### src/design/digital_port_pkg.sv
// Constants for the three-line multimode digital port.
// Assumes a single 200 MHz core clock and a plain strobe register port.
package digital_port_pkg;
  // Port modes
  typedef enum logic [1:0] {
    MODE_FAULT_INHIBIT,
    MODE_DIGITAL_IO,
    MODE_RELAY_LINK
  } port_mode_t;
  // Register offsets (byte addresses)
  localparam logic [7:0] PORT_VALUE_OFS = 8'h00;
  localparam logic [7:0] LINE2_DIR_OFS = 8'h04;
  localparam logic [7:0] OPER_EVENT_OFS = 8'h08;
  localparam logic [7:0] OPER_ENABLE_OFS = 8'h0C;
  localparam logic [7:0] QUES_EVENT_OFS = 8'h10;
  localparam logic [7:0] QUES_ENABLE_OFS = 8'h14;
  localparam logic [7:0] STD_EVENT_OFS = 8'h18;
  localparam logic [7:0] STD_ENABLE_OFS = 8'h1C;
  localparam logic [7:0] PROT_CLEAR_OFS = 8'h20;
  localparam logic [7:0] RELAY_CMD_OFS = 8'h24;
  localparam logic [7:0] CTRL_STATUS_OFS = 8'h28;
  localparam logic [7:0] IRQ_STATUS_OFS = 8'h2C;
  localparam logic [7:0] IRQ_ENABLE_OFS = 8'h30;
  localparam logic [7:0] IRQ_CLEAR_OFS = 8'h34;
  // Field positions
  localparam int VALUE_LINE0_BIT = 0;
  localparam int VALUE_LINE1_BIT = 1;
  localparam int VALUE_LINE2_BIT = 2;
  localparam int QUES_SHUTDOWN_BIT = 9;
  localparam int IRQ_SHUTDOWN_BIT = 0;
  localparam int IRQ_RELAY_ERR_BIT = 1;
  localparam int IRQ_RELAY_DONE_BIT = 2;
  localparam int IRQ_FAULT_BIT = 3;
  // Widths and reset values
  localparam int STATUS_W = 16;
  localparam int IRQ_W = 4;
  localparam logic [2:0] PORT_VALUE_RST = 3'h7;
  localparam logic [15:0] ENABLE_RST = 16'h0000;
  // Relay serial bit time
  localparam int CLK_MHZ = 200;
  localparam int RELAY_BIT_NS = 10_000;
  localparam int RELAY_BIT_CYC = (RELAY_BIT_NS * CLK_MHZ + 999) / 1000;
  localparam int RELAY_BITS = 8;
endpackage

### src/design/multimode_digital_port.sv
// Multimode digital port: fault/inhibit, digital I/O and relay link.
// Assumes inputs synchronous to core_clk; mode strap stable after reset.
//
// Design decisions made here: the plain strobed port and the address map.
`timescale 1ns/1ps
`default_nettype none
module multimode_digital_port #(
  parameter int RELAY_BITS = digital_port_pkg::RELAY_BITS
) (
  input wire logic core_clk,
  input wire logic arst_n,
  input wire logic [7:0] regAddr,
  input wire logic [31:0] regWrData,
  input wire logic regWrStrobe,
  input wire logic regRdStrobe,
  output logic [31:0] regRdData,
  input wire logic strapDigitalIo,
  input wire logic strapRelayLink,
  input wire logic analogProgramming,
  input wire logic [15:0] operCondition,
  input wire logic [15:0] quesCondition,
  input wire logic [15:0] stdCondition,
  input wire logic frontPanelClear,
  input wire logic line0In,
  output logic line0Out,
  output logic line0Oe,
  output logic line1Out,
  output logic line1Oe,
  input wire logic line2In,
  output logic line2Out,
  output logic line2Oe,
  output logic outputEnable,
  output logic protIndicator,
  output logic serviceRequest,
  output logic irq
);
  localparam int SW = digital_port_pkg::STATUS_W;
  localparam int IW = digital_port_pkg::IRQ_W;
  // Register map in brief:
  // 00 port value, 04 line 2 direction
  // 08..1C event and enable pairs
  // 20 protection clear, any write
  // 24 relay command and readback
  // 28 control and status, read clears error
  // 2C..34 interrupt status, enable, clear
  // Unmapped offsets read as zero
  // No wait states: every access is one cycle

  digital_port_pkg::port_mode_t mode_reg; // Mode caught after reset
  logic strapTaken_reg; // Strap sampled once
  logic [2:0] portValue_reg; // Written output bits
  logic line2Dir_reg; // 1 = line 2 is an output
  logic [SW-1:0] operEvent_reg, quesEvent_reg, stdEvent_reg; // Latched events
  logic [SW-1:0] operEnable_reg, quesEnable_reg, stdEnable_reg; // Event enables
  logic [SW-1:0] operPrev_reg, quesPrev_reg, stdPrev_reg; // For rising edges
  logic shutdownPrev_reg; // Previous shutdown level
  logic tripped_reg; // Remote shutdown protection latched
  logic [IW-1:0] irqStatus_reg, irqEnable_reg; // Interrupt bits
  logic [RELAY_BITS-1:0] relayShift_reg; // Outgoing relay data
  logic [RELAY_BITS-1:0] relayRx_reg; // Readback from accessory
  logic [RELAY_BITS-1:0] relayState_reg; // Last full readback
  logic [$clog2(RELAY_BITS+1)-1:0] relayCount_reg; // Bits left
  logic [15:0] relayTimer_reg; // Bit time divider
  logic relayBusy_reg; // Frame in progress
  logic relayErr_reg; // Sticky command error

  // Named strobes
  logic wrHit, rdHit;
  logic shutdownLow, shutdownFall, relayBitTick, relayDone, relayCmdErr;
  logic operSum, quesSum, stdSum, faultActive;
  logic [SW-1:0] remoteShutdownEvent;

  // Address compare shared by read and write paths
  function automatic logic hit(input logic [7:0] a, input logic [7:0] ofs);
    return a == ofs;
  endfunction

  assign wrHit = regWrStrobe;
  assign rdHit = regRdStrobe;

  // Line 2 doubles as the shutdown input in fault mode.
  // It is taken as already synchronous to core_clk;
  // an asynchronous source needs a synchroniser outside.
  // The analog gate keeps an external setpoint running,
  // so a chained fault cannot stop such an output.
  // Limitation: the strap is not seen until the first
  // edge after reset, so fault mode rules for one cycle.
  // Line 2 idles high through its pull-up then.
  // Shutdown acts only in fault mode and on digitally programmed output
  assign shutdownLow = (mode_reg == digital_port_pkg::MODE_FAULT_INHIBIT)
                       && !line2In && !analogProgramming;
  assign shutdownFall = shutdownLow && !shutdownPrev_reg;

  // Remote shutdown event is its own questionable bit
  always_comb begin
    remoteShutdownEvent = '0;
    remoteShutdownEvent[digital_port_pkg::QUES_SHUTDOWN_BIT] = shutdownFall;
  end

  // Summary bits only see enabled events
  assign operSum = |(operEvent_reg & operEnable_reg);
  assign quesSum = |(quesEvent_reg & quesEnable_reg);
  assign stdSum = |(stdEvent_reg & stdEnable_reg);
  assign faultActive = operSum | quesSum | stdSum;

  // Strap caught after reset release; relay strap wins over digital I/O
  always_ff @(posedge core_clk or negedge arst_n) begin
    if (!arst_n) begin
      mode_reg <= digital_port_pkg::MODE_FAULT_INHIBIT;
      strapTaken_reg <= 1'b0;
    end else if (!strapTaken_reg) begin
      strapTaken_reg <= 1'b1;
      if (strapRelayLink) begin
        mode_reg <= digital_port_pkg::MODE_RELAY_LINK;
      end else if (strapDigitalIo) begin
        mode_reg <= digital_port_pkg::MODE_DIGITAL_IO;
      end
    end
  end

  // Port value and line 2 direction; extra bits dropped
  always_ff @(posedge core_clk or negedge arst_n) begin
    if (!arst_n) begin
      portValue_reg <= digital_port_pkg::PORT_VALUE_RST;
      line2Dir_reg <= 1'b0;
    end else if (wrHit) begin
      if (hit(regAddr, digital_port_pkg::PORT_VALUE_OFS)) begin
        portValue_reg <= regWrData[2:0];
      end
      if (hit(regAddr, digital_port_pkg::LINE2_DIR_OFS)) begin
        line2Dir_reg <= regWrData[0];
      end
    end
  end

  // Event groups share one pattern: a condition
  // that rises sets its event bit, and the bit stays
  // until software reads that group.
  // A condition still present at the read sets the
  // bit again at once, so the fault pin cannot drop
  // before the cause is gone.
  // Trade-off: a read racing a new edge keeps the
  // bit, so no event is ever lost to a clear.
  // Event latching: set on rising or high condition, cleared by read; set wins
  always_ff @(posedge core_clk or negedge arst_n) begin
    if (!arst_n) begin
      operEvent_reg <= '0;
      quesEvent_reg <= '0;
      stdEvent_reg <= '0;
      operPrev_reg <= '0;
      quesPrev_reg <= '0;
      stdPrev_reg <= '0;
    end else begin
      operPrev_reg <= operCondition;
      quesPrev_reg <= quesCondition;
      stdPrev_reg <= stdCondition;
      // Read clears, but a live condition or new edge keeps the bit
      operEvent_reg <= ((rdHit && hit(regAddr, digital_port_pkg::OPER_EVENT_OFS))
                        ? '0 : operEvent_reg) | (operCondition & ~operPrev_reg)
                        | operCondition;
      quesEvent_reg <= ((rdHit && hit(regAddr, digital_port_pkg::QUES_EVENT_OFS))
                        ? '0 : quesEvent_reg) | (quesCondition & ~quesPrev_reg)
                        | quesCondition | remoteShutdownEvent;
      stdEvent_reg <= ((rdHit && hit(regAddr, digital_port_pkg::STD_EVENT_OFS))
                       ? '0 : stdEvent_reg) | (stdCondition & ~stdPrev_reg)
                       | stdCondition;
    end
  end

  // Enable registers steer the fault summary
  always_ff @(posedge core_clk or negedge arst_n) begin
    if (!arst_n) begin
      operEnable_reg <= digital_port_pkg::ENABLE_RST;
      quesEnable_reg <= digital_port_pkg::ENABLE_RST;
      stdEnable_reg <= digital_port_pkg::ENABLE_RST;
    end else if (wrHit) begin
      if (hit(regAddr, digital_port_pkg::OPER_ENABLE_OFS)) operEnable_reg <= regWrData[SW-1:0];
      if (hit(regAddr, digital_port_pkg::QUES_ENABLE_OFS)) quesEnable_reg <= regWrData[SW-1:0];
      if (hit(regAddr, digital_port_pkg::STD_ENABLE_OFS)) stdEnable_reg <= regWrData[SW-1:0];
    end
  end

  // Trip latch for the remote shutdown.
  // The live input wins over any clear request,
  // so a clear while the input is low is lost and
  // must be issued again after release.
  // Front panel and register clears are treated alike.
  // The previous level feeds the edge detector;
  // it resets low, which matches an idle high pin
  // and so gives no false edge after reset.
  // Protection trip; clear only honoured once the input is released
  always_ff @(posedge core_clk or negedge arst_n) begin
    if (!arst_n) begin
      tripped_reg <= 1'b0;
      shutdownPrev_reg <= 1'b0;
    end else begin
      shutdownPrev_reg <= shutdownLow;
      if (shutdownLow) begin
        tripped_reg <= 1'b1;
      end else if (frontPanelClear
                   || (wrHit && hit(regAddr, digital_port_pkg::PROT_CLEAR_OFS))) begin
        tripped_reg <= 1'b0;
      end
    end
  end

  // Relay link frames go out most significant bit
  // first on line 0, one bit per bit time.
  // The readback on line 2 is sampled at the end of
  // each bit time, just before the next bit goes out,
  // so the accessory has the whole bit to answer.
  // A command outside relay mode only flags an error
  // and starts nothing on the lines.
  // Busy is visible in the control register.
  // Relay link: one frame per accepted command
  assign relayCmdErr = wrHit && hit(regAddr, digital_port_pkg::RELAY_CMD_OFS)
                       && (mode_reg != digital_port_pkg::MODE_RELAY_LINK);
  assign relayBitTick = relayBusy_reg && (relayTimer_reg == 16'h0000);
  assign relayDone = relayBitTick && (relayCount_reg == 1);

  // Bit timer, shifter and readback sampler
  always_ff @(posedge core_clk or negedge arst_n) begin
    if (!arst_n) begin
      relayShift_reg <= '0;
      relayRx_reg <= '0;
      relayState_reg <= '0;
      relayCount_reg <= '0;
      relayTimer_reg <= 16'h0000;
      relayBusy_reg <= 1'b0;
    end else if (!relayBusy_reg) begin
      // Commands during a frame are dropped to keep frames whole
      if (wrHit && hit(regAddr, digital_port_pkg::RELAY_CMD_OFS)
          && mode_reg == digital_port_pkg::MODE_RELAY_LINK) begin
        relayShift_reg <= regWrData[RELAY_BITS-1:0];
        relayCount_reg <= ($clog2(RELAY_BITS+1))'(RELAY_BITS);
        relayTimer_reg <= 16'(digital_port_pkg::RELAY_BIT_CYC - 1);
        relayBusy_reg <= 1'b1;
      end
    end else if (relayBitTick) begin
      relayShift_reg <= {relayShift_reg[RELAY_BITS-2:0], 1'b0};
      relayRx_reg <= {relayRx_reg[RELAY_BITS-2:0], line2In};
      relayCount_reg <= relayCount_reg - 1'b1;
      relayTimer_reg <= 16'(digital_port_pkg::RELAY_BIT_CYC - 1);
      if (relayDone) begin
        relayBusy_reg <= 1'b0;
        relayState_reg <= {relayRx_reg[RELAY_BITS-2:0], line2In};
      end
    end else begin
      relayTimer_reg <= relayTimer_reg - 16'h0001;
    end
  end

  // Sticky relay error, cleared by status read; set wins
  always_ff @(posedge core_clk or negedge arst_n) begin
    if (!arst_n) begin
      relayErr_reg <= 1'b0;
    end else begin
      relayErr_reg <= relayCmdErr
                      | (relayErr_reg && !(rdHit
                         && hit(regAddr, digital_port_pkg::CTRL_STATUS_OFS)));
    end
  end

  // Interrupt status: write-one clear, new event wins
  always_ff @(posedge core_clk or negedge arst_n) begin
    if (!arst_n) begin
      irqStatus_reg <= '0;
      irqEnable_reg <= '0;
    end else begin
      irqStatus_reg <= (irqStatus_reg
                        & ~((wrHit && hit(regAddr, digital_port_pkg::IRQ_CLEAR_OFS))
                            ? regWrData[IW-1:0] : {IW{1'b0}}))
                       | {faultActive, relayDone, relayCmdErr, shutdownFall};
      if (wrHit && hit(regAddr, digital_port_pkg::IRQ_ENABLE_OFS)) begin
        irqEnable_reg <= regWrData[IW-1:0];
      end
    end
  end

  // Read path is registered so data come from flops.
  // The value holds until the next read strobe,
  // although the master may only rely on the cycle
  // right after its strobe.
  // Port value reads show the live line 2 level,
  // not the written bit, so an input can be polled.
  // Event reads clear in the same cycle as capture,
  // so the value returned is the one before clearing.
  // Read data, one cycle after the strobe; unmapped reads zero
  always_ff @(posedge core_clk or negedge arst_n) begin
    if (!arst_n) begin
      regRdData <= 32'h0000_0000;
    end else if (rdHit) begin
      regRdData <= 32'h0000_0000;
      unique case (regAddr)
        digital_port_pkg::PORT_VALUE_OFS: regRdData[2:0] <= {line2In, portValue_reg[1:0]};
        digital_port_pkg::LINE2_DIR_OFS: regRdData[0] <= line2Dir_reg;
        digital_port_pkg::OPER_EVENT_OFS: regRdData[SW-1:0] <= operEvent_reg;
        digital_port_pkg::OPER_ENABLE_OFS: regRdData[SW-1:0] <= operEnable_reg;
        digital_port_pkg::QUES_EVENT_OFS: regRdData[SW-1:0] <= quesEvent_reg;
        digital_port_pkg::QUES_ENABLE_OFS: regRdData[SW-1:0] <= quesEnable_reg;
        digital_port_pkg::STD_EVENT_OFS: regRdData[SW-1:0] <= stdEvent_reg;
        digital_port_pkg::STD_ENABLE_OFS: regRdData[SW-1:0] <= stdEnable_reg;
        digital_port_pkg::RELAY_CMD_OFS: regRdData[RELAY_BITS-1:0] <= relayState_reg;
        digital_port_pkg::CTRL_STATUS_OFS: regRdData[5:0] <= {relayErr_reg, relayBusy_reg,
                                                           tripped_reg, faultActive, mode_reg};
        digital_port_pkg::IRQ_STATUS_OFS: regRdData[IW-1:0] <= irqStatus_reg;
        digital_port_pkg::IRQ_ENABLE_OFS: regRdData[IW-1:0] <= irqEnable_reg;
        default: regRdData <= 32'h0000_0000;
      endcase
    end
  end

  // Output enables drive the lines low when high;
  // the data outputs stay low in every mode.
  // A written one releases a line to its pull-up,
  // which is why the port value resets to all ones.
  // Line 1 is left released in fault and relay modes.
  // Line 2 is only driven once software makes it an
  // output; until then it is a plain input.
  // Changing mode needs a reset, as the strap is static.
  // Line drivers per mode; open collector only pulls low
  always_comb begin
    line0Out = 1'b0;
    line1Out = 1'b0;
    line2Out = 1'b0;
    line0Oe = 1'b0;
    line1Oe = 1'b0;
    line2Oe = 1'b0;
    unique case (mode_reg)
      digital_port_pkg::MODE_FAULT_INHIBIT: begin
        line0Oe = faultActive;
      end
      digital_port_pkg::MODE_DIGITAL_IO: begin
        line0Oe = !portValue_reg[digital_port_pkg::VALUE_LINE0_BIT];
        line1Oe = !portValue_reg[digital_port_pkg::VALUE_LINE1_BIT];
        line2Oe = line2Dir_reg && !portValue_reg[digital_port_pkg::VALUE_LINE2_BIT];
      end
      digital_port_pkg::MODE_RELAY_LINK: begin
        line0Oe = relayBusy_reg && !relayShift_reg[RELAY_BITS-1];
      end
      default: begin
        line0Oe = 1'b0;
      end
    endcase
  end

  // Main output gate: the live input stops the output
  // in the same cycle, the latch keeps it off after.
  // Service request follows the questionable summary.
  // The interrupt is a level while any enabled bit
  // of the interrupt status stays set.
  // Status bits stay set even while masked.
  assign outputEnable = !tripped_reg && !shutdownLow;
  assign protIndicator = tripped_reg;
  assign serviceRequest = quesSum;
  assign irq = |(irqStatus_reg & irqEnable_reg);
endmodule // multimode_digital_port
`default_nettype wire

### config.mk
export PLATFORM = sky130hd
export DESIGN_NAME = multimode_digital_port
export DESIGN_NICKNAME = d
export VERILOG_FILES = /design/src/design/digital_port_pkg.sv /design/src/design/multimode_digital_port.sv
export SDC_FILE = /design/constraint.sdc
export NUM_CORES = 1
export LEC_CHECK = 0
export BUFFER_PORTS_ARGS = -buffer_cell sky130_fd_sc_hd__buf_2
export CAP_MARGIN = 10
export CELL_PAD_IN_SITES_DETAIL_PLACEMENT = 1
export CELL_PAD_IN_SITES_GLOBAL_PLACEMENT = 1
export CORE_ASPECT_RATIO = 0.75
export CORE_UTILIZATION = 30
export DETAILED_ROUTE_END_ITERATION = 10
export GPL_ROUTABILITY_DRIVEN = 0
export HOLD_SLACK_MARGIN = 0.03
export PLACE_DENSITY_LB_ADDON = 0.1
export SYNTH_ARGS = -nofsm -noshare
export SYNTH_HDL_FRONTEND = slang
export SYNTH_SLANG_ARGS = --single-unit
### constraint.sdc
create_clock -name core_clk -period 4.51 [get_ports core_clk]
set_input_delay 0.902 -clock core_clk [delete_from_list [all_inputs] [get_ports core_clk]]
set_output_delay 0.902 -clock core_clk [all_outputs]
set_load 0.02 [all_outputs]
* After elaboration in Yosys (flattened, before gate mapping)
Cells that the tools add are included. Widths: inputs -> output; s select.
Storage, ports and cells: flip-flop bits (word level) 222, bits in latches 0, memory bits (writable) 0, memory bits (read-only) 0, output and inout port bits 42, memories kept 0
Operators by class: add/subtract/negate cells 2, $mul 0, divide/modulo/power cells 0, magnitude comparators 0, equal/unequal tests 18, shifts and indexed selects 0, muxes and demuxes 30, bitwise gates (word level) 24, reduce and logical (&&, ||, !) cells 49
Operators with widths (count):
- $and 16x16->16 | 6
- $mux 16 | 6
- $or 16x16->16 | 6
- $eq 8x6->1 const B | 6
- $not 16->16 | 3
- $pmux 8 s6 | 1
- $reduce_or 16->1 | 3
- $eq 8x5->1 const B | 4
- $mux 8 | 3
- $pmux 2 s11 | 1
- $logic_and 1x1->1 | 19
- $eq 8x4->1 const B | 2
- $logic_not 16->1 | 1
- $mux 4 | 4
- $or 16x10->16 | 1
- $pmux 2 s8 | 1
- $reduce_and 2->1 | 8
- $sub 16x1->16 const B | 1
- $pmux 2 s7 | 1
- $pmux 1 s12 | 1
- $logic_not 1->1 | 10
- $pmux 1 s10 | 1
- $and 4x4->4 | 2
- $eq 8x3->1 const B | 1
- other kinds (19) | 31

* Logic depth before layout (Yosys ltp)
depth in word-level cells 6, gate-level depth with buffers 8, gate-level depth less buffers 7

* Least setup slack after synthesis
No wires, ideal clock.
path type flip-flop to output port, start point reg quesEvent_reg[14], end point out line0Oe, arrival time 1.934 ns, required time 3.608 ns, slack 1.674 ns, cell stages (with the launch flop) 6, cells stage by stage dfrtp_1 -> a22o_1 -> a221oi_1 -> nand4_1 -> or4_1 -> a21o_1
Between the ends: cells in the longest elaborated chain, start to end 5
Ends and longest elaborated chain:
- from (decl) | RTL line multimode_digital_port.sv:53 | logic [SW-1:0] operEvent_reg, quesEvent_reg, stdEvent_reg;
- from (signal assigned) | RTL line multimode_digital_port.sv:161 | quesEvent_reg <= ((rdHit && hit(regAddr, digital_port_pkg::QUES_EVENT_OFS))
- $and 16x16->16 | RTL line multimode_digital_port.sv:102 | assign quesSum = |(quesEvent_reg & quesEnable_reg);
- $reduce_or 16->1 | RTL line multimode_digital_port.sv:102
- via serviceRequest | RTL line multimode_digital_port.sv:34 | output logic serviceRequest,
- $or 1x1->1 (2 in a row) | RTL line multimode_digital_port.sv:104 | assign faultActive = operSum | quesSum | stdSum;
- $pmux 1 s3 | RTL line multimode_digital_port.sv:329 | unique case (mode_reg)
- to (decl) | RTL line multimode_digital_port.sv:26 | output logic line0Oe,
The timed path passes the listed nets, and every way through them passes these cells.

* Worst setup path after layout
start point reg quesEvent_reg[1], end point out line0Oe
Between the ends: cells in the longest elaborated chain, start to end 5
Ends and longest elaborated chain (RTL line):
- $and 16x16->16 | multimode_digital_port.sv:102
- $reduce_or 16->1 | multimode_digital_port.sv:102
- $or 1x1->1 (2 in a row) | multimode_digital_port.sv:104
- $pmux 1 s3 | multimode_digital_port.sv:329
Every way passes these cells.

==> out/qor.yml <==
regArea_um2: 4358
wl_per_cell_um: 24.20
vias_per_cell: 5.463
clkTransAtPathRegs_ns: 0.08
setup_ws_ns: 0.6984
skew_ns: 0.01313
clockBufferDepth: 2
p_leak_nw: 4.202
ioPinCount: 140
clkSinkCount: 174
fp.dieW_um: 192.4
avgSynthCellArea_um2: 11.72
grt_first_pass_wirelength_um: 41960
cts_root_buf: "clkbuf_16"
cts_tree: "done"
netlist_area_um2: 8158
preCtsSetupSlack_ns: 1.151
setup_violations: 0
hold_class: "input port to async pin"
cts_hold_buffers: 0
slew-limit-headroom_pct: 35.35
layout_common_cells: "dfrtp_1 (171), buf_2 (102), mux2_2 (72)"
cts_resized: 0
start_kind: "flip-flop"
antenna_cells: 0
initial_core_util_pct: 30.95
dr.pass1.iters: 8
ant_nets: 0
fin_crit_ns: 3.812
maxCapViolCount: 0
vdd_drop_max_v: 0.0002566
area_growth_syn_to_layout_pct: 17.65
ys_async_sr_fraction_pct: 100.0
yosys_warnings: 0
synthCells: 696
nFillCells: 2866
fin_nets: 899
worstPathArrival_ns: 2.91
crit_fanout: 3
grt_use_total_pct: 20.89
hpwl_um: 20670
crit_path_end_kind: "primary output"
hold_ws_ns: 0.4521
overflow: 0
yosys.area.top_type: "dfrtp_1"
routed_wirelength_um: 27930
rsz0062_at_grt: "false"
setup_tns_ns: 0
fp.dieArea_um2: 27860
synth_top_area_share_pct: 52.45
violations: "DRC"
multiInputGateArea_um2: 3561
synth.distinct_cells: 63
drive_above_1_share_pct: 29.75
ys_ff_latch: 174
io_buffer_count: 103
ys_seq_area_share_pct: 53.42
rows: 51
synth_edf_count: 0
drt_iter0_markers: 388
cts_setup_buffers: 0
layout_commonest_cell: "dfrtp_1"
worstSetupPathType: "flip-flop to primary output"
p_per_area_nw_per_um2: 375.1
worstPathRequired_ns: 3.61
numCtsBuffers: 17
htreeDepth: 4
status: "finished, violations left"
core_um2: 26350
antenna_found_initial: 0
ys.flop_type: "dfrtp_1"
fin_crit_sh_pct: 84.51
worst_pin_slew_ns: 0.9698
vias: 6304
max_freq_mhz: 262.4
grt_max_degree: 67
drc: 21
clock_latency_ns: 0.43
synth_area_leaders: "dfrtp_1 (52%), mux2_2 (9.9%), a21o_1 (4.8%)"
die_h_um: 144.8
grt_pass1_vias: 6533
slew_viol_final: 0
finalHoldViolCount: 0
power_mw: 3.600
==> where the power goes <==
part / internal, mW / total, mW / switching, mW
clock: 0.766 / 1.44 / 0.671
combinational: 0.158 / 0.411 / 0.253
sequential: 1.64 / 1.75 / 0.106
total: 2.57 / 3.60 / 1.03
==> synth_stat cells, drive strengths merged, types with 10 or more instances <==
| library cell | n |
|---|---|
| a21oi | 10 |
| mux2 | 72 |
| nand2 | 50 |
| buf | 30 |
| a41oi | 12 |
| a21o | 52 |
| dfrtp | 171 |
| a22o | 24 |
| o21ai | 17 |
| nand3 | 23 |
| nor2 | 31 |
| a22oi | 45 |
| mux2i | 10 |
| clkbuf | 26 |
==> metrics by stage <==
step | utilization, % | cells | area (um2)
floorplan | - | 714 | 8225
global placement | 34.26 | 1122 | 9029
detailed placement | 34.26 | 1122 | 9029
CTS | 36.42 | 1154 | 9598
global route | 36.42 | 1154 | 9598
finish | 36.42 | 1154 | 9598
==> worst max-delay path, cell delays in order, from the launching register on <==
cell and delay [ns]:
dfrtp_1 0.44, a22o_1 0.26, a221oi_1 0.26, nand4_1 0.33, or4_1 0.78, a21o_1 0.23
buf_2 0.16
==> final timing paths <==
check                                               start                       endpoint  slack [ns]  cells after the start
setup / recovery               quesEvent_reg[1]$_DFF_PN0_                        line0Oe        0.70                      6
hold / removal                                     arst_n      stdEvent_reg[8]$_DFF_PN0_        0.45                      1
max in group asynchronous                          arst_n  stdEnable_reg[15]$_DFFE_PN0P_        2.95                      2
min in group core_clk       relayShift_reg[4]$_DFFE_PN0P_  relayShift_reg[4]$_DFFE_PN0P_        0.49                      2
hold reg to reg             relayShift_reg[4]$_DFFE_PN0P_  relayShift_reg[4]$_DFFE_PN0P_        0.49                      2
setup reg to reg           relayTimer_reg[12]$_DFFE_PN0P_  relayState_reg[0]$_DFFE_PN0P_        1.40                      5
==> cells by family (layout without fill, tap and decap cells) <==
| group | Yosys count | after routing | synth area share (%) |
|---|---|---|---|
| AOI/OAI and AO/OA | 198 | 198 | 18.50 |
| DFF | 174 | 174 | 53.42 |
| and+or+nand+nor | 161 | 161 | 10.90 |
| muxes | 83 | 83 | 11.44 |
| buffers and inverters | 64 | 160 | 3.957 |
| xor gates and xnor gates | 10 | 10 | 1.074 |
| adders and majority gates | 4 | 4 | 0.6135 |
| other | 2 | 20 | 0.09206 |
==> area by class of cell <==
type | count | share of cell area, %
well taps | 344 | 4.484
clock buffers | 21 | 4.902
flip-flops and latches | 174 | 45.40
clock inverters | 11 | 1.030
inverters | 8 | 0.3129
repair buffers | 120 | 6.766
multi-input cells | 476 | 37.10
==> per-layer routing <==
metal | wire [um] | GRT usage [%]
met5 | 0 | 0
met4 | 350 | 4.973
met3 | 1662 | 5.377
met2 | 12060 | 30.29
met1 | 13860 | 30.74
Note: power is estimated with default switching activity, not from simulation.
